<file path="config.mk">
export PLATFORM = sky130hd
export DESIGN_NAME = spqa_top
export DESIGN_NICKNAME = d
export VERILOG_FILES = /design/src/rtl/spqa_pkg.sv /design/src/rtl/spqa_queue_if.sv /design/src/rtl/spqa_picker.sv /design/src/rtl/spqa_egress.sv /design/src/rtl/spqa_top.sv
export SDC_FILE = /design/constraint.sdc
export NUM_CORES = 1
export LEC_CHECK = 0
export ABC_CLOCK_PERIOD_IN_PS = 16400
export BUFFER_PORTS_ARGS = -buffer_cell sky130_fd_sc_hd__buf_2
export CAP_MARGIN = 20
export CORE_ASPECT_RATIO = 1.5
export CORE_MARGIN = 2
export CORE_UTILIZATION = 50
export CTS_CLUSTER_SIZE = 28
export DETAILED_ROUTE_END_ITERATION = 8
export GPL_ROUTABILITY_DRIVEN = 1
export PLACE_DENSITY = 0.68
export SKIP_CTS_REPAIR_TIMING = 1
export SYNTH_ARGS = -nofsm -noshare
export SYNTH_HDL_FRONTEND = slang
export SYNTH_SLANG_ARGS = --single-unit
</file>
<file path="constraint.sdc">
create_clock -name clock -period 16.4 [get_ports clock]
set_clock_uncertainty 0.1 [all_clocks]
set_input_delay 2.46 -clock clock [delete_from_list [all_inputs] [get_ports clock]]
set_output_delay 2.46 -clock clock [all_outputs]
set_load 0.1 [all_outputs]
</file>
<file path="src/rtl/spqa_pkg.sv">
// Shared constants and types for the switch port queue arbiter
package spqa_pkg;
  localparam int QDEPTH = 8;
  localparam int IDXW = 3;
  localparam int PRIOW = 2;
  localparam int DESTW = 3;
  localparam int NDEST = 8;
  localparam int WMW = 4;
  localparam int CNTW = 16;
  localparam logic [3:0] QFULL = 4'h8;
  localparam logic [1:0] TOP_PRIO = 2'h3;
  localparam logic [11:0] CTRL_OFS = 12'h000;
  localparam logic [11:0] WM_OFS = 12'h004;
  localparam logic [11:0] LIMIT_OFS = 12'h008;
  localparam logic [11:0] RCOUNT_OFS = 12'h00C;
  localparam logic [11:0] RTHRESH_OFS = 12'h010;
  localparam logic [11:0] STATUS_OFS = 12'h014;
  localparam int CTRL_MODE_LSB = 0;
  localparam int CTRL_LIMEN_BIT = 2;
  localparam int CTRL_IRQEN_BIT = 3;
  localparam int CTRL_PDOWN_BIT = 4;
  localparam int WM0_LSB = 0;
  localparam int WM1_LSB = 4;
  localparam int WM2_LSB = 8;
  localparam int STAT_EGR_LSB = 8;
  localparam logic [1:0] MODE_ARRIVAL = 2'h0;
  localparam logic [1:0] MODE_STRICT1 = 2'h1;
  localparam logic [1:0] MODE_STRICT2 = 2'h2;
  localparam logic [3:0] WM0_RESET = 4'h3;
  localparam logic [3:0] WM1_RESET = 4'h2;
  localparam logic [3:0] WM2_RESET = 4'h1;
  localparam logic [3:0] LIMIT_RESET = 4'h4;
  localparam logic [15:0] RTHRESH_RESET = 16'hFFFF;
  typedef logic [IDXW-1:0] spqa_idx_t;
  typedef logic [PRIOW-1:0] spqa_prio_t;
  typedef logic [DESTW-1:0] spqa_dest_t;
endpackage

</file>
<file path="src/rtl/spqa_queue_if.sv">
// Ingress queue view shared between the queue owner and the picker
interface spqa_queue_if;
  import spqa_pkg::*;
  logic [QDEPTH-1:0] valid;
  logic [QDEPTH-1:0] ready;
  logic [QDEPTH-1:0] barred;
  spqa_prio_t prio [QDEPTH];
  logic [1:0] mode;
  logic selValid;
  spqa_idx_t selIdx;
  modport owner (output valid, ready, barred, prio, mode, input selValid, selIdx);
  modport picker (input valid, ready, barred, prio, mode, output selValid, selIdx);
endinterface

</file>
<file path="src/rtl/spqa_picker.sv">
// Input arbitration: picks the ingress entry offered to the fabric
module spqa_picker
(
  spqa_queue_if.picker q
);
  import spqa_pkg::*;

  logic [QDEPTH-1:0] elig;
  logic [QDEPTH-1:0] go;
  logic [QDEPTH-1:0] selMask;

  function automatic logic [QDEPTH-1:0] prioMask(input logic [PRIOW-1:0] p,
                                                 input logic [QDEPTH-1:0] m);
    logic [QDEPTH-1:0] r;
    r = '0;
    for (int i = 0; i < QDEPTH; i++)
    begin
      r[i] = m[i] && (q.prio[i] == p);
    end
    return r;
  endfunction

  always_comb
  begin
    elig = q.valid & ~q.barred;
    go = elig & q.ready;
    selMask = '0;
    case (q.mode)
      MODE_STRICT1:
      begin
        for (int p = 3; p >= 0; p--)
        begin
          if (selMask == '0)
            selMask = prioMask(PRIOW'(p), go);
        end
        for (int p = 3; p >= 0; p--)
        begin
          if (selMask == '0)
            selMask = prioMask(PRIOW'(p), elig);
        end
      end
      MODE_STRICT2:
      begin
        for (int p = 3; p >= 0; p--)
        begin
          if (selMask == '0)
            selMask = prioMask(PRIOW'(p), go);
          if (selMask == '0)
            selMask = prioMask(PRIOW'(p), elig);
        end
      end
      default:
      begin
        selMask = go;
        if (selMask == '0)
          selMask = elig;
      end
    endcase
    q.selValid = |selMask;
    q.selIdx = '0;
    for (int i = QDEPTH - 1; i >= 0; i--)
    begin
      if (selMask[i])
        q.selIdx = IDXW'(i);
    end
  end
endmodule

</file>
<file path="src/rtl/spqa_egress.sv">
// Egress output queue toward the link partner
module spqa_egress
  import spqa_pkg::*;
(
  input wire logic clock,
  input wire logic reset,
  input wire logic powerDown,
  input wire logic inValid,
  input wire spqa_prio_t inPrio,
  output logic inReady,
  output logic txValid,
  output spqa_prio_t txPrio,
  input wire logic linkAck,
  input wire logic linkRetry,
  output logic [3:0] count
);
  logic [QDEPTH-1:0] valid_q;
  logic [QDEPTH-1:0] sent_q;
  spqa_prio_t prio_q [QDEPTH];
  logic [3:0] cnt_q;
  logic retrans_q;
  logic accept;
  logic remove;
  logic doTx;
  spqa_idx_t ackIdx;
  spqa_idx_t txIdx;
  logic [3:0] cntAfter;
  logic [QDEPTH-1:0] unsent;

  always_comb
  begin
    unsent = valid_q & ~sent_q;
    accept = inValid && inReady;
    ackIdx = '0;
    for (int i = QDEPTH - 1; i >= 0; i--)
    begin
      if (valid_q[i] && sent_q[i])
        ackIdx = IDXW'(i);
    end
    remove = linkAck && |(valid_q & sent_q) && !powerDown;
    txIdx = '0;
    for (int i = QDEPTH - 1; i >= 0; i--)
    begin
      if (unsent[i])
        txIdx = IDXW'(i);
    end
    if (retrans_q)
    begin
      for (int p = 0; p < 4; p++)
      begin
        for (int i = QDEPTH - 1; i >= 0; i--)
        begin
          if (unsent[i] && prio_q[i] == PRIOW'(p))
            txIdx = IDXW'(i);
        end
      end
    end
    doTx = |unsent && !powerDown && !linkRetry;
    cntAfter = cnt_q - {3'h0, remove};
  end

  genvar g;
  generate
    for (g = 0; g < QDEPTH; g++)
    begin : gEntry
      localparam int NXT = (g + 1) % QDEPTH;
      always_ff @(posedge clock)
      begin
        if (reset || powerDown)
        begin
          valid_q[g] <= 1'b0;
          sent_q[g] <= 1'b0;
          prio_q[g] <= '0;
        end
        else if (accept && cntAfter == 4'(g))
        begin
          valid_q[g] <= 1'b1;
          sent_q[g] <= 1'b0;
          prio_q[g] <= inPrio;
        end
        else if (remove && IDXW'(g) >= ackIdx)
        begin
          if (g == QDEPTH - 1)
            valid_q[g] <= 1'b0;
          else
          begin
            valid_q[g] <= valid_q[NXT];
            sent_q[g] <= !linkRetry && (sent_q[NXT] || (doTx && txIdx == IDXW'(NXT)));
            prio_q[g] <= prio_q[NXT];
          end
        end
        else
          sent_q[g] <= !linkRetry && (sent_q[g] || (doTx && txIdx == IDXW'(g)));
      end
    end
  endgenerate

  always_ff @(posedge clock)
  begin
    if (reset || powerDown)
      cnt_q <= '0;
    else
      cnt_q <= cntAfter + {3'h0, accept};
  end

  always_ff @(posedge clock)
  begin
    if (reset)
      retrans_q <= 1'b0;
    else if (linkRetry)
      retrans_q <= 1'b1;
    else if (doTx)
      retrans_q <= 1'b0;
  end

  always_ff @(posedge clock)
  begin
    if (reset)
      inReady <= 1'b0;
    else
      inReady <= powerDown || (cntAfter + {3'h0, accept} < QFULL && !accept);
  end

  always_ff @(posedge clock)
  begin
    if (reset)
    begin
      txValid <= 1'b0;
      txPrio <= '0;
    end
    else
    begin
      txValid <= doTx;
      txPrio <= prio_q[txIdx];
    end
  end

  assign count = cnt_q;
endmodule

</file>
<file path="src/rtl/spqa_top.sv">
// Switch port ingress queue, input arbiter, reorder counter and APB registers
module spqa_top
(
  input wire logic clock,
  input wire logic reset,
  input wire logic psel,
  input wire logic penable,
  input wire logic pwrite,
  input wire logic [11:0] paddr,
  input wire logic [31:0] pwdata,
  output logic [31:0] prdata,
  output logic pready,
  output logic pslverr,
  input wire logic rxStart,
  input wire spqa_pkg::spqa_prio_t rxPrio,
  input wire spqa_pkg::spqa_dest_t rxDest,
  output logic retrySymbol,
  input wire logic [spqa_pkg::NDEST-1:0] destReady,
  input wire logic fabricGrant,
  output logic offerValid,
  output spqa_pkg::spqa_dest_t offerDest,
  output spqa_pkg::spqa_prio_t offerPrio,
  input wire logic egrInValid,
  input wire spqa_pkg::spqa_prio_t egrInPrio,
  output logic egrInReady,
  output logic txValid,
  output spqa_pkg::spqa_prio_t txPrio,
  input wire logic linkAck,
  input wire logic linkRetry,
  output logic reorderThresholdIrq
);
  import spqa_pkg::*;

  // Control registers
  logic [1:0] inputArbitrationSelect_q;
  logic limitEn_q;
  logic irqEn_q;
  logic powerDown_q;
  logic [WMW-1:0] level0FreeThreshold_q;
  logic [WMW-1:0] level1FreeThreshold_q;
  logic [WMW-1:0] level2FreeThreshold_q;
  logic [WMW-1:0] limit_q;
  logic [CNTW-1:0] reorderEventCount_q;
  logic [CNTW-1:0] reorderThreshold_q;

  // Ingress queue storage
  logic [QDEPTH-1:0] valid_q;
  spqa_prio_t prio_q [QDEPTH];
  spqa_dest_t dest_q [QDEPTH];
  logic [WMW-1:0] allow_q [QDEPTH];
  logic [3:0] cnt_q;
  spqa_idx_t offerIdx_q;

  logic apbWrite;
  logic apbSetup;
  logic [3:0] freeCount;
  logic admit;
  logic granted;
  logic reorder;
  logic [3:0] cntAfter;
  logic [CNTW-1:0] countNext;
  logic [31:0] readData;
  logic addrHit;
  logic [3:0] egrCount;

  spqa_queue_if q ();

  spqa_picker uPicker
  (
    .q(q)
  );

  spqa_egress uEgress
  (
    .clock(clock),
    .reset(reset),
    .powerDown(powerDown_q),
    .inValid(egrInValid),
    .inPrio(egrInPrio),
    .inReady(egrInReady),
    .txValid(txValid),
    .txPrio(txPrio),
    .linkAck(linkAck),
    .linkRetry(linkRetry),
    .count(egrCount)
  );

  // Queue view for the picker
  genvar g;
  generate
    for (g = 0; g < QDEPTH; g++)
    begin : gView
      logic barredHere;
      always_comb
      begin
        barredHere = 1'b0;
        for (int j = 0; j < g; j++)
        begin
          if (limitEn_q && valid_q[j] && allow_q[j] == '0 && prio_q[j] >= prio_q[g])
            barredHere = 1'b1;
        end
      end
      assign q.valid[g] = valid_q[g];
      assign q.prio[g] = prio_q[g];
      assign q.ready[g] = destReady[dest_q[g]];
      assign q.barred[g] = barredHere;
    end
  endgenerate

  assign q.mode = inputArbitrationSelect_q;

  // Admission against free buffers
  always_comb
  begin
    granted = fabricGrant && offerValid;
    reorder = granted && offerIdx_q != '0;
    cntAfter = cnt_q - {3'h0, granted};
    freeCount = QFULL - cnt_q;
    case (rxPrio)
      2'h0: admit = freeCount > level0FreeThreshold_q;
      2'h1: admit = freeCount > level1FreeThreshold_q;
      2'h2: admit = freeCount > level2FreeThreshold_q;
      default: admit = freeCount != 4'h0;
    endcase
    admit = admit && rxStart;
    countNext = reorderEventCount_q + 16'h0001;
  end

  // Ingress entries with compaction on removal
  generate
    for (g = 0; g < QDEPTH; g++)
    begin : gEntry
      localparam int NXT = (g + 1) % QDEPTH;
      logic hitAllow;
      always_comb
      begin
        hitAllow = reorder && limitEn_q && IDXW'(g) < offerIdx_q &&
                   prio_q[g] >= offerPrio && allow_q[g] != '0;
      end
      always_ff @(posedge clock)
      begin
        if (reset)
        begin
          valid_q[g] <= 1'b0;
          prio_q[g] <= '0;
          dest_q[g] <= '0;
          allow_q[g] <= '0;
        end
        else if (admit && cntAfter == 4'(g))
        begin
          valid_q[g] <= 1'b1;
          prio_q[g] <= rxPrio;
          dest_q[g] <= rxDest;
          allow_q[g] <= limit_q;
        end
        else if (granted && IDXW'(g) >= offerIdx_q)
        begin
          if (g == QDEPTH - 1)
            valid_q[g] <= 1'b0;
          else
          begin
            valid_q[g] <= valid_q[NXT];
            prio_q[g] <= prio_q[NXT];
            dest_q[g] <= dest_q[NXT];
            allow_q[g] <= allow_q[NXT];
          end
        end
        else if (hitAllow)
          allow_q[g] <= allow_q[g] - 4'h1;
      end
    end
  endgenerate

  always_ff @(posedge clock)
  begin
    if (reset)
      cnt_q <= '0;
    else
      cnt_q <= cntAfter + {3'h0, admit};
  end

  // Retry symbol on a refused packet, one cycle after its first bytes
  always_ff @(posedge clock)
  begin
    if (reset)
      retrySymbol <= 1'b0;
    else
      retrySymbol <= rxStart && !admit;
  end

  // Offer toward the fabric
  always_ff @(posedge clock)
  begin
    if (reset)
    begin
      offerValid <= 1'b0;
      offerIdx_q <= '0;
      offerDest <= '0;
      offerPrio <= '0;
    end
    else
    begin
      offerValid <= q.selValid && !granted;
      offerIdx_q <= q.selIdx;
      offerDest <= dest_q[q.selIdx];
      offerPrio <= prio_q[q.selIdx];
    end
  end

  // Reorder counter and threshold interrupt
  always_ff @(posedge clock)
  begin
    if (reset)
      reorderEventCount_q <= '0;
    else if (reorder)
      reorderEventCount_q <= countNext;
  end

  always_ff @(posedge clock)
  begin
    if (reset)
      reorderThresholdIrq <= 1'b0;
    else
      reorderThresholdIrq <= reorder && irqEn_q && countNext == reorderThreshold_q;
  end

  // APB access
  assign apbSetup = psel && !penable;
  assign apbWrite = psel && penable && pready && pwrite && !pslverr;

  always_comb
  begin
    addrHit = 1'b1;
    readData = '0;
    case (paddr)
      CTRL_OFS:
      begin
        readData[CTRL_MODE_LSB +: 2] = inputArbitrationSelect_q;
        readData[CTRL_LIMEN_BIT] = limitEn_q;
        readData[CTRL_IRQEN_BIT] = irqEn_q;
        readData[CTRL_PDOWN_BIT] = powerDown_q;
      end
      WM_OFS:
      begin
        readData[WM0_LSB +: WMW] = level0FreeThreshold_q;
        readData[WM1_LSB +: WMW] = level1FreeThreshold_q;
        readData[WM2_LSB +: WMW] = level2FreeThreshold_q;
      end
      LIMIT_OFS: readData[WMW-1:0] = limit_q;
      RCOUNT_OFS: readData[CNTW-1:0] = reorderEventCount_q;
      RTHRESH_OFS: readData[CNTW-1:0] = reorderThreshold_q;
      STATUS_OFS:
      begin
        readData[3:0] = cnt_q;
        readData[STAT_EGR_LSB +: 4] = egrCount;
      end
      default: addrHit = 1'b0;
    endcase
  end

  always_ff @(posedge clock)
  begin
    if (reset)
    begin
      pready <= 1'b0;
      pslverr <= 1'b0;
      prdata <= '0;
    end
    else
    begin
      pready <= apbSetup;
      pslverr <= apbSetup && !addrHit;
      prdata <= (apbSetup && !pwrite) ? readData : 32'h0000_0000;
    end
  end

  always_ff @(posedge clock)
  begin
    if (reset)
    begin
      inputArbitrationSelect_q <= MODE_ARRIVAL;
      limitEn_q <= 1'b0;
      irqEn_q <= 1'b0;
      powerDown_q <= 1'b0;
    end
    else if (apbWrite && paddr == CTRL_OFS)
    begin
      inputArbitrationSelect_q <= pwdata[CTRL_MODE_LSB +: 2];
      limitEn_q <= pwdata[CTRL_LIMEN_BIT];
      irqEn_q <= pwdata[CTRL_IRQEN_BIT];
      powerDown_q <= pwdata[CTRL_PDOWN_BIT];
    end
  end

  always_ff @(posedge clock)
  begin
    if (reset)
    begin
      level0FreeThreshold_q <= WM0_RESET;
      level1FreeThreshold_q <= WM1_RESET;
      level2FreeThreshold_q <= WM2_RESET;
    end
    else if (apbWrite && paddr == WM_OFS)
    begin
      level0FreeThreshold_q <= pwdata[WM0_LSB +: WMW];
      level1FreeThreshold_q <= pwdata[WM1_LSB +: WMW];
      level2FreeThreshold_q <= pwdata[WM2_LSB +: WMW];
    end
  end

  always_ff @(posedge clock)
  begin
    if (reset)
      limit_q <= LIMIT_RESET;
    else if (apbWrite && paddr == LIMIT_OFS)
      limit_q <= pwdata[WMW-1:0];
  end

  always_ff @(posedge clock)
  begin
    if (reset)
      reorderThreshold_q <= RTHRESH_RESET;
    else if (apbWrite && paddr == RTHRESH_OFS)
      reorderThreshold_q <= pwdata[CNTW-1:0];
  end
endmodule

</file>
# Word-level counts from Yosys, hierarchy flattened
# Memory sizes are Yosys's and may differ from the RTL's. A register that Yosys moved wholly into a read port is not among the register bits.
# Cells that the tools add are included.
# Widths: inputs -> output; s select.
dict set report totals {
  ff_bits 128
  wordCells 1031
  mem_count 4
  output_inout_bits 46
  ramBits 88
}
# memory words width read_ports rd_clocked_by_memory_dff write_ports line
set memory_table {}
lappend memory_table {allow_q 8 4 8 0 8 spqa_top.sv:50} ;# logic [WMW-1:0] allow_q [QDEPTH];
lappend memory_table {dest_q 8 3 9 1 8 spqa_top.sv:49} ;# spqa_dest_t dest_q [QDEPTH];
lappend memory_table {prio_q 8 2 9 1 8 spqa_top.sv:48} ;# spqa_prio_t prio_q [QDEPTH];
lappend memory_table {uEgress.prio_q 8 2 9 1 8 spqa_egress.sv:19} ;# spqa_prio_t prio_q [QDEPTH];
dict set report classes {
  muxes 395
  bitwise 75
  reduce_logical 345
  add_sub_neg 14
  n_lt_le_gt_ge 72
  n_eq_ne 79
}
# operator n
set op_table {}
lappend op_table {{$logic_and 1x1->1} 243}
lappend op_table {{$mux 8} 29}
lappend op_table {{$mux 1} 226}
lappend op_table {{$mux 3} 72}
lappend op_table {{$logic_not 8->1} 15}
lappend op_table {{$mux 4} 23}
lappend op_table {{$ge 2x2->1} 36}
lappend op_table {{$eq 2x2->1 const B} 34}
lappend op_table {{$or 1x1->1} 68}
lappend op_table {{$mux 2} 30}
lappend op_table {{$eq 2x1->1 const B} 18}
lappend op_table {{$logic_not 4->1} 9}
lappend op_table {{$reduce_bool 4->1} 9}
lappend op_table {{$logic_not 2->1} 17}
lappend op_table {{$reduce_bool 2->1} 17}
lappend op_table {{$and 8x8->8} 4}
lappend op_table {{$eq 4x3->1 const B} 8}
lappend op_table {{$lt 3x4->1 const B} 8}
lappend op_table {{$sub 4x1->4 const B} 8}
lappend op_table {{$bmux 1 s3} 8}
lappend op_table {{$eq 12x4->1 const B} 2}
lappend op_table {{$eq 12x5->1 const B} 2}
lappend op_table {{$ge 3x3->1 const A} 8}
lappend op_table {{$pmux 4 s6} 1}
lappend op_table {{34 further kinds} 85}

# Longest topological paths before layout
# Gate-level depths: netlist (run 1).
dict set report depth {
  depth_word 48
  ltp_mapped 25
  depth_no_buf 19
}

# By module
# A second synthesis (run 1) with hierarchy kept.
dict set report unflattened {
  cells_unflattened 1894
  hier_area_um2 16782.3
}
# mod instances cells_per_inst area_each_um2
set by_module_without_submodules {}
lappend by_module_without_submodules {spqa_top 1 1127 11054.4}
lappend by_module_without_submodules {spqa_egress 1 378 3080.5}
lappend by_module_without_submodules {spqa_picker 1 389 2647.5}

# Worst setup path before layout (run 1)
# OpenSTA, ideal clock, no wires.
dict set report synth_path {
  kind {input to register}
  startpoint {input port destReady[7] (netlist bit)}
  endpoint {register offerDest[0], read port of dest_q}
  setup_time_ps 136
  path_buffers 3
  cell_stages 20
  path_slack_ps 9366
  t_required_ps 16164
  arrival_ps 6799
  path_cell_list {mux4_2 -> mux2_4 -> o221a_2 -> nand3_2 -> nand4_4 -> buf_6 -> a311o_1 -> or3_1 -> buf_6 -> o2111a_2 -> nand4_4 -> or3_1 -> a31oi_1 -> a221oi_2 -> o211ai_2 -> or4_4 -> buf_6 -> or4_1 -> o211ai_1 -> a211oi_1}
}
dict set report synth_between {
  elab_chain_cells 34
}
# element line
set synth_lines {}
lappend synth_lines {{from (decl)} spqa_top.sv:18} ;# input wire logic [spqa_pkg::NDEST-1:0] destReady,
lappend synth_lines {{$bmux 1 s3} spqa_top.sv:105} ;# assign q.ready[g] = destReady[dest_q[g]];
lappend synth_lines {{$mux 1 (not written as such)} spqa_top.sv:105}
lappend synth_lines {{$and 8x8->8 (*)} spqa_picker.sv:26} ;# go = elig & q.ready;
lappend synth_lines {{$logic_and 1x1->1} spqa_picker.sv:18} ;# r[i] = m[i] && (q.prio[i] == p);
lappend synth_lines {{$mux 8} spqa_picker.sv:28} ;# case (q.mode)
lappend synth_lines {{$logic_not 8->1 (on tied branches)} {spqa_picker.sv:48, spqa_picker.sv:33}}
lappend synth_lines {{$mux 8 (on tied branches)} {spqa_picker.sv:48, spqa_picker.sv:33}}
lappend synth_lines {{$mux 8} spqa_picker.sv:28}
lappend synth_lines {{(+12 left out)} -}
lappend synth_lines {{$logic_not 8->1 (on tied branches)} {spqa_picker.sv:46, spqa_picker.sv:38}}
lappend synth_lines {{$mux 8 (on tied branches)} {spqa_picker.sv:46, spqa_picker.sv:38}}
lappend synth_lines {{$mux 8} spqa_picker.sv:28}
lappend synth_lines {{$logic_not 8->1 (on tied branches)} {spqa_picker.sv:48, spqa_picker.sv:38}}
lappend synth_lines {{$mux 8 (on tied branches)} {spqa_picker.sv:48, spqa_picker.sv:38}}
lappend synth_lines {{$pmux 8 s2 (*)} spqa_picker.sv:28}
lappend synth_lines {{$mux 3 (7 in series)} spqa_picker.sv:63} ;# if (selMask[i])
lappend synth_lines {{$mux 3 (*)} spqa_picker.sv:63}
lappend synth_lines {{to (decl)} spqa_top.sv:21} ;# output spqa_pkg::spqa_dest_t offerDest,
# Every way passes the cells marked *; elsewhere a longest branch is shown, timed or not. The select of a mux whose other input is x is not followed.
# A chain may end at the register's enable or synchronous reset.

# Worst setup path after layout (run 1)
dict set report layout_path {
  startpoint {input port destReady[3] (netlist bit)}
  endpoint {register offerDest[2], read port of dest_q}
}
# The elaborated chain is that of the path after synthesis.

==> results.sh, run 1 <==
export IMPL_ys_types=117
export IMPL_place_inst=2414
export IMPL_fmax_mhz=109
export IMPL_yosysMostFrequentCell="nand2_1"
export IMPL_initial_core_util_pct=50.5
export IMPL_grt_pass1_wl_microns=102000
export IMPL_track_usage_pct=38.6
export IMPL_ys_warn_count=0
export IMPL_place_gp_congestion=1.00
export IMPL_clockRootBuffer="clkbuf_16"
export IMPL_die_w_microns=154
export IMPL_syn_avg_cell_area_sq_um=8.53
export IMPL_required_ns=16.70
export IMPL_min_period_ns=9.15
export IMPL_fill_cells=3107
export IMPL_crit_fanout=13
export IMPL_synth_top_cells_by_area="edfxtp_1, dfxtp_1, ha_1"
export IMPL_min_path_type="reg -> reg"
export IMPL_async_flop_share_pct=0
export IMPL_syn_inst=1975
export IMPL_drive_above_1_share_pct=11.6
export IMPL_gr_total_overflow=0
export IMPL_cts_sinks=207
export IMPL_vias_per_cell=6.70
export IMPL_htreeDepth=1
export IMPL_hold_violations=0
export IMPL_synth_top_cell_area_share_pct=15.7
export IMPL_dominantRegCellSynth="dfxtp_1"
export IMPL_drc=0
export IMPL_dp_slack_ns=7.12
export IMPL_ys_ff_latch=207
export IMPL_slew_viol_final=0
export IMPL_grt_max_degree=63
export IMPL_dr_total_vias=16500
export IMPL_dpl_cell_area_sq_um=17500
export IMPL_core_area_sq_um=33300
export IMPL_instances_no_fill=2458
export IMPL_clk_insertion_delay_late_ns=0.52
export IMPL_fin_crit_sh_pct=55.8
export IMPL_worst_slew_pin_slew_ns=1.23
export IMPL_wl_per_cell_microns=27.8
export IMPL_synth_enable_flop_cells=88
export IMPL_drtPass1Iterations=6
export IMPL_powerDensity_nw_per_um2=114
export IMPL_slew_headroom_pct=17.5
export IMPL_yosys_top_cells_count="nand2_1, nor2_1, a21oi_1"
export IMPL_pin_count=115
export IMPL_area_delta_synth_final_pct=8.19
export IMPL_dp_hpwl_microns=52500
export IMPL_fin_util_pct=54.7
export IMPL_ir_drop_mv=0.0925
export IMPL_synth_largest_area_cell="edfxtp_1"
export IMPL_yosysSeqAreaShare_pct=29.8
export IMPL_die_area_sq_um=35200
export IMPL_cts_inserted_buffers=20
export IMPL_syn_area_sq_um=16800
export IMPL_drtAntennaViolNets=0
export IMPL_cap_violations=0
export IMPL_finalSetupTns_ns=0
export IMPL_final_cell_area_sq_um=18200
export IMPL_fp_dieH_microns=229
export IMPL_crit_type="in -> reg"
export IMPL_worstPathArrival_ns=9.46
export IMPL_setup_violations_final=0
export IMPL_p_total_mw=2.07
export IMPL_grt_pass1_vias=16500
export IMPL_power_leakage_nw=6.98
export IMPL_routed_wl_microns=68300
export IMPL_io_buffers=82
export IMPL_start_kind="input port"
export IMPL_ctsLongestPathBuffers=3
export IMPL_status="finished clean"
export IMPL_rows=82
export IMPL_antenna_found_initial=5
export IMPL_end_kind="flip-flop"
export IMPL_rsz0062_at_grt="no"
export IMPL_clkTransAtPathRegs_ns=0.07
export IMPL_fin_ws_ns=7.25
export IMPL_cts_tree="built"
export IMPL_timing_hold_ws_ns=0.377
export IMPL_final_nets=2197
export IMPL_initialDrtViolationCount=1264
report_power, final:
| part | switching, mW | total, mW | internal [mW] |
|---|---|---|---|
| combinational | 0.603 | 0.900 | 0.296 |
| sequential | 0.102 | 0.707 | 0.605 |
| clock | 0.202 | 0.468 | 0.266 |
worst max-delay path, cell delays in order:
cell and delay [ns]:
buf_2 0.15, mux4_1 0.53, mux2i_2 0.53, or4_4 0.31
and4_1 0.37, nand3_2 0.36, o2111ai_1 0.32, nand4_1 0.63
o31ai_2 1.10, nor2_1 0.27, a31oi_1 0.44, o21ai_2 0.19
o31ai_1 0.37, o221ai_1 0.47, a22oi_4 0.47, a211oi_1 0.13
a211oi_1 0.33
registers in the layout, summed over array words and instances, names as in the netlist, 3 cells and up:
name and count:
allow_q 32, cnt_q 4, dest_q 24, level0FreeThreshold_q 4
level1FreeThreshold_q 4, level2FreeThreshold_q 4, limit_q 4, offerDest 3
offerIdx_q 3, prdata 16, prio_q 16, q.valid 8
reorderEventCount_q 16, reorderThreshold_q 16, uEgress.count 4, uEgress.prio_q 16
uEgress.sent_q 8, uEgress.valid_q 8
final cells by class:
cell class | instances | area (sq um) | share of cell area [%]
Clock inverter | 6 | 56.3 | 0.309
Inverter | 75 | 282 | 1.54
Tap cell | 420 | 526 | 2.88
Timing Repair Buffer | 111 | 638 | 3.50
Sequential cell | 207 | 5020 | 27.6
Antenna cell | 2 | 5.00 | 0.0275
Multi-Input combinational cell | 1607 | 11100 | 60.9
Clock buffer | 30 | 591 | 3.24
cell families after synthesis:
group           Yosys count  synth area share (%)
simple gates            811                  25.0
compound gates          514                  22.0
flops                   207                  29.8
buf+inv                 176                  4.68
fa+ha+maj               106                  7.87
mux                      91                  7.03
xor+xnor                 69                  3.59
other cells               1                0.0223
final timing paths:
path,start,end,slack (ns),cells past startpoint
worst max-delay path,destReady[3],offerDest[2]$_SDFF_PP0_,7.25,17
worst min-delay path,level1FreeThreshold_q[2]$_SDFFE_PP0P_,level1FreeThreshold_q[2]$_SDFFE_PP0P_,0.38,2
worst max register to register,prio_q[2][0]$_DFFE_PP_,offerDest[2]$_SDFF_PP0_,7.82,19
worst min register to register,level1FreeThreshold_q[2]$_SDFFE_PP0P_,level1FreeThreshold_q[2]$_SDFFE_PP0P_,0.38,2
cells in the final DEF, fill, tap and decap left out, types with 23 or more instances in the layout:
| cell | synthesis | layout |
|---|---|---|
| mux2i_1 | 63 | 63 |
| ha_1 | 106 | 106 |
| o211ai_1 | 30 | 30 |
| buf_4 | 19 | 25 |
| xor2_1 | 31 | 31 |
| o21ai_0 | 46 | 46 |
| and2_1 | 28 | 28 |
| xnor2_1 | 38 | 38 |
| dfxtp_1 | 119 | 119 |
| a211oi_1 | 23 | 23 |
| nand2b_1 | 56 | 56 |
| a21oi_1 | 145 | 145 |
| a22o_1 | 35 | 35 |
| nand3_1 | 78 | 78 |
| nor2_1 | 177 | 177 |
| nor3_1 | 71 | 70 |
| and3_1 | 28 | 28 |
| inv_1 | 71 | 71 |
| edfxtp_1 | 88 | 88 |
| nand2_1 | 195 | 195 |
| buf_2 | 9 | 82 |
| nor2b_1 | 26 | 26 |
per-layer routing:
metal  vias to the layer above  wire (microns)  global-route usage, %  part of all wire [%]
li1                       7533               -                      -                     -
met1                      7826           21900                   36.1                    32
met2                       776           34300                   69.0                    50
met3                       333            4110                   8.21                   6.0
met4                         8            7870                   36.5                    12
met5                         -              57                      0                 0.084
No activity file was read; power rests on OpenSTA's default activity.
==> run 2: changes to the inputs <==
- ABC_CLOCK_PERIOD_IN_PS: 16400 -> 8300
- PLACE_DENSITY: 0.68 -> 0.71
- clock period: 16.4 -> 8.3 ns (I/O delays scaled with it)
==> run 2 against run 1 <==
Compared with the run above: power is 100% higher; via count is 1.8% higher; global-route usage is 0.40 points higher; clock power is 90% higher; register-to-register slack worse by 7.2 ns; setup slack worse by 6.6 ns; flip-flop and latch count stayed put; count of clock-buffer cells in the layout is 6 lower; die area stayed put; first-iteration DRC count is 1.9% lower; critical path type is now reg -> reg.
==> results.sh, run 2 (same netlist as run 1, synthesis figures left out) <==
export IMPL_biggestRegsByFlops="allow_q x32, dest_q x24"
export IMPL_worstPathArrival_ns=7.93
export IMPL_final_common_cell="nand2_1"
export IMPL_drc=0
export IMPL_cap_violations=0
export IMPL_dp_hpwl_microns=53300
export IMPL_slowest_stage="nor4_4"
export IMPL_fin_ws_ns=0.642
export IMPL_area_delta_synth_final_pct=9.27
export IMPL_cts_tree="built"
export IMPL_ir_drop_mv=0.217
export IMPL_place_gp_congestion=1.06
export IMPL_crit_family="compound AO/OA/AOI/OAI gates"
export IMPL_final_nets=2227
export IMPL_drive_above_1_share_pct=13.1
export IMPL_slew_viol_final=0
export IMPL_power_leakage_nw=7.13
export IMPL_crit_path_frequent_cell="o211ai_1"
export IMPL_wl_per_cell_microns=27.9
export IMPL_path_cells="inv_1 -> ha_1 -> nand2b_1 -> a21oi_1 -> o22ai_1 -> nor4_4 -> and3_1 -> or4_1 -> o21ai_2 -> or2_1 -> o31ai_1 -> nor3_1 -> o211ai_1 -> nand4_2 -> o21a_1 -> o211ai_1 -> o21a_1 -> o211ai_1 -> a211oi_1"
export IMPL_drtAntennaViolNets=0
export IMPL_core_area_sq_um=33300
export IMPL_finalSetupTns_ns=0
export IMPL_hold_violations=0
export IMPL_path_buf_inv=1
export IMPL_die_w_microns=154
export IMPL_routed_wl_microns=69300
export IMPL_status="finished clean"
export IMPL_setup_violations_final=0
export IMPL_initial_core_util_pct=50.5
export IMPL_crit_fanout=11
export IMPL_rsz0062_at_grt="no"
export IMPL_die_area_sq_um=35200
export IMPL_antenna_found_initial=3
export IMPL_clockRootBuffer="clkbuf_16"
export IMPL_vias_per_cell=6.75
export IMPL_instances_no_fill=2485
export IMPL_final_cell_area_sq_um=18400
export IMPL_fp_dieH_microns=229
export IMPL_min_period_ns=7.66
export IMPL_clk_insertion_delay_late_ns=0.51
export IMPL_powerDensity_nw_per_um2=226
export IMPL_final_cell_mix="nand2_1, nor2_1, a21oi_1"
export IMPL_ctsLongestPathBuffers=3
export IMPL_dr_total_vias=16800
export IMPL_dp_slack_ns=0.843
export IMPL_clkTransAtPathRegs_ns=0.08
export IMPL_io_buffers=82
export IMPL_min_path_type="reg -> reg"
export IMPL_grt_pass1_vias=16700
export IMPL_htreeDepth=1
export IMPL_max_stage_delay_ns=0.94
export IMPL_grt_pass1_wl_microns=103000
export IMPL_dpl_cell_area_sq_um=17800
export IMPL_end_kind="flip-flop"
export IMPL_slew_headroom_pct=15.5
export IMPL_cts_inserted_buffers=19
export IMPL_regMostFlops="allow_q"
export IMPL_largest_register_ff_count=32
export IMPL_fin_crit_sh_pct=92.3
export IMPL_fmax_mhz=131
export IMPL_pin_count=115
export IMPL_crit_type="reg -> reg"
export IMPL_gr_total_overflow=0
export IMPL_rows=82
export IMPL_track_usage_pct=39.0
export IMPL_diodes=0
export IMPL_cts_sinks=207
export IMPL_start_kind="flip-flop"
export IMPL_required_ns=8.58
export IMPL_worst_slew_pin_slew_ns=1.27
export IMPL_place_inst=2445
export IMPL_initialDrtViolationCount=1240
export IMPL_grt_max_degree=73
export IMPL_drtPass1Iterations=8
==> run 2: changes by cell type in the layout (fill, tap and decap cells not counted), moves of 2 or more <==
cell       change
buf_4         +32
clkinv_2       +3
diode_2        -2
clkbuf_16      -2
clkbuf_1       -5
==> run 2: path summary, 6_finish.rpt <==
| path | slack, ns | startpoint | cells after the start | end |
|---|---|---|---|---|
| worst max-delay path | 0.64 | prio_q[2][0]$_DFFE_PP_ | 19 | offerDest[1]$_SDFF_PP0_ |
| worst min-delay path | 0.39 | level1FreeThreshold_q[3]$_SDFFE_PP0P_ | 2 | level1FreeThreshold_q[3]$_SDFFE_PP0P_ |
| worst max register to register | 0.64 | prio_q[2][0]$_DFFE_PP_ | 19 | offerDest[1]$_SDFF_PP0_ |
| worst min register to register | 0.39 | level1FreeThreshold_q[3]$_SDFFE_PP0P_ | 2 | level1FreeThreshold_q[3]$_SDFFE_PP0P_ |
==> run 2: tightest hold or removal path, cell delays in order (launching register included) <==
cell     delay [ns]
dfxtp_1        0.32
nand2_1        0.06
a21oi_1        0.06
==> run 2: routing by layer <==
| layer | track usage, % | wire length, microns | vias to the layer above | part of all wire [%] |
|---|---|---|---|---|
| li1 | - | - | 7598 | - |
| met1 | 37.3 | 22300 | 7982 | 32 |
| met2 | 69.2 | 34400 | 844 | 50 |
| met3 | 7.30 | 4570 | 342 | 6.6 |
| met4 | 37.6 | 8040 | 4 | 12 |
| met5 | 0 | 32 | - | 0.046 |
==> run 2: report_power, final <==
group | total [mW] | switching [mW] | leakage [nW] | internal, mW
registers | 1.38 | 0.183 | 1.88 | 1.20
clock network | 0.888 | 0.401 | 0.309 | 0.488
logic | 1.89 | 1.26 | 4.94 | 0.634
total | 4.16 | 1.84 | 7.13 | 2.32
==> run 2: metrics by stage <==
stage / hold WS, ns / power, mW / util [%]
4_1_cts: 0.386 / 4.09 / 55.1
3_5_place_dp: 0.378 / 3.20 / 53.3
6_report: 0.386 / 4.16 / 55.2
5_1_grt: 0.407 / 4.35 / 55.2
3_3_place_gp: 0.371 / 3.17 / 53.3
2_1_floorplan: 0.349 / 2.57 / -
==> run 2: cell type report <==
| type | instances | area [sq um] |
|---|---|---|
| clock buffers | 24 | 529 |
| clock inverters | 10 | 82.6 |
| fillers | 3083 | 14900 |
| inverters | 75 | 282 |
| multi-input cells | 1607 | 11100 |
| flip-flops and latches | 207 | 5020 |
| well taps | 420 | 526 |
| repair buffers | 142 | 860 |
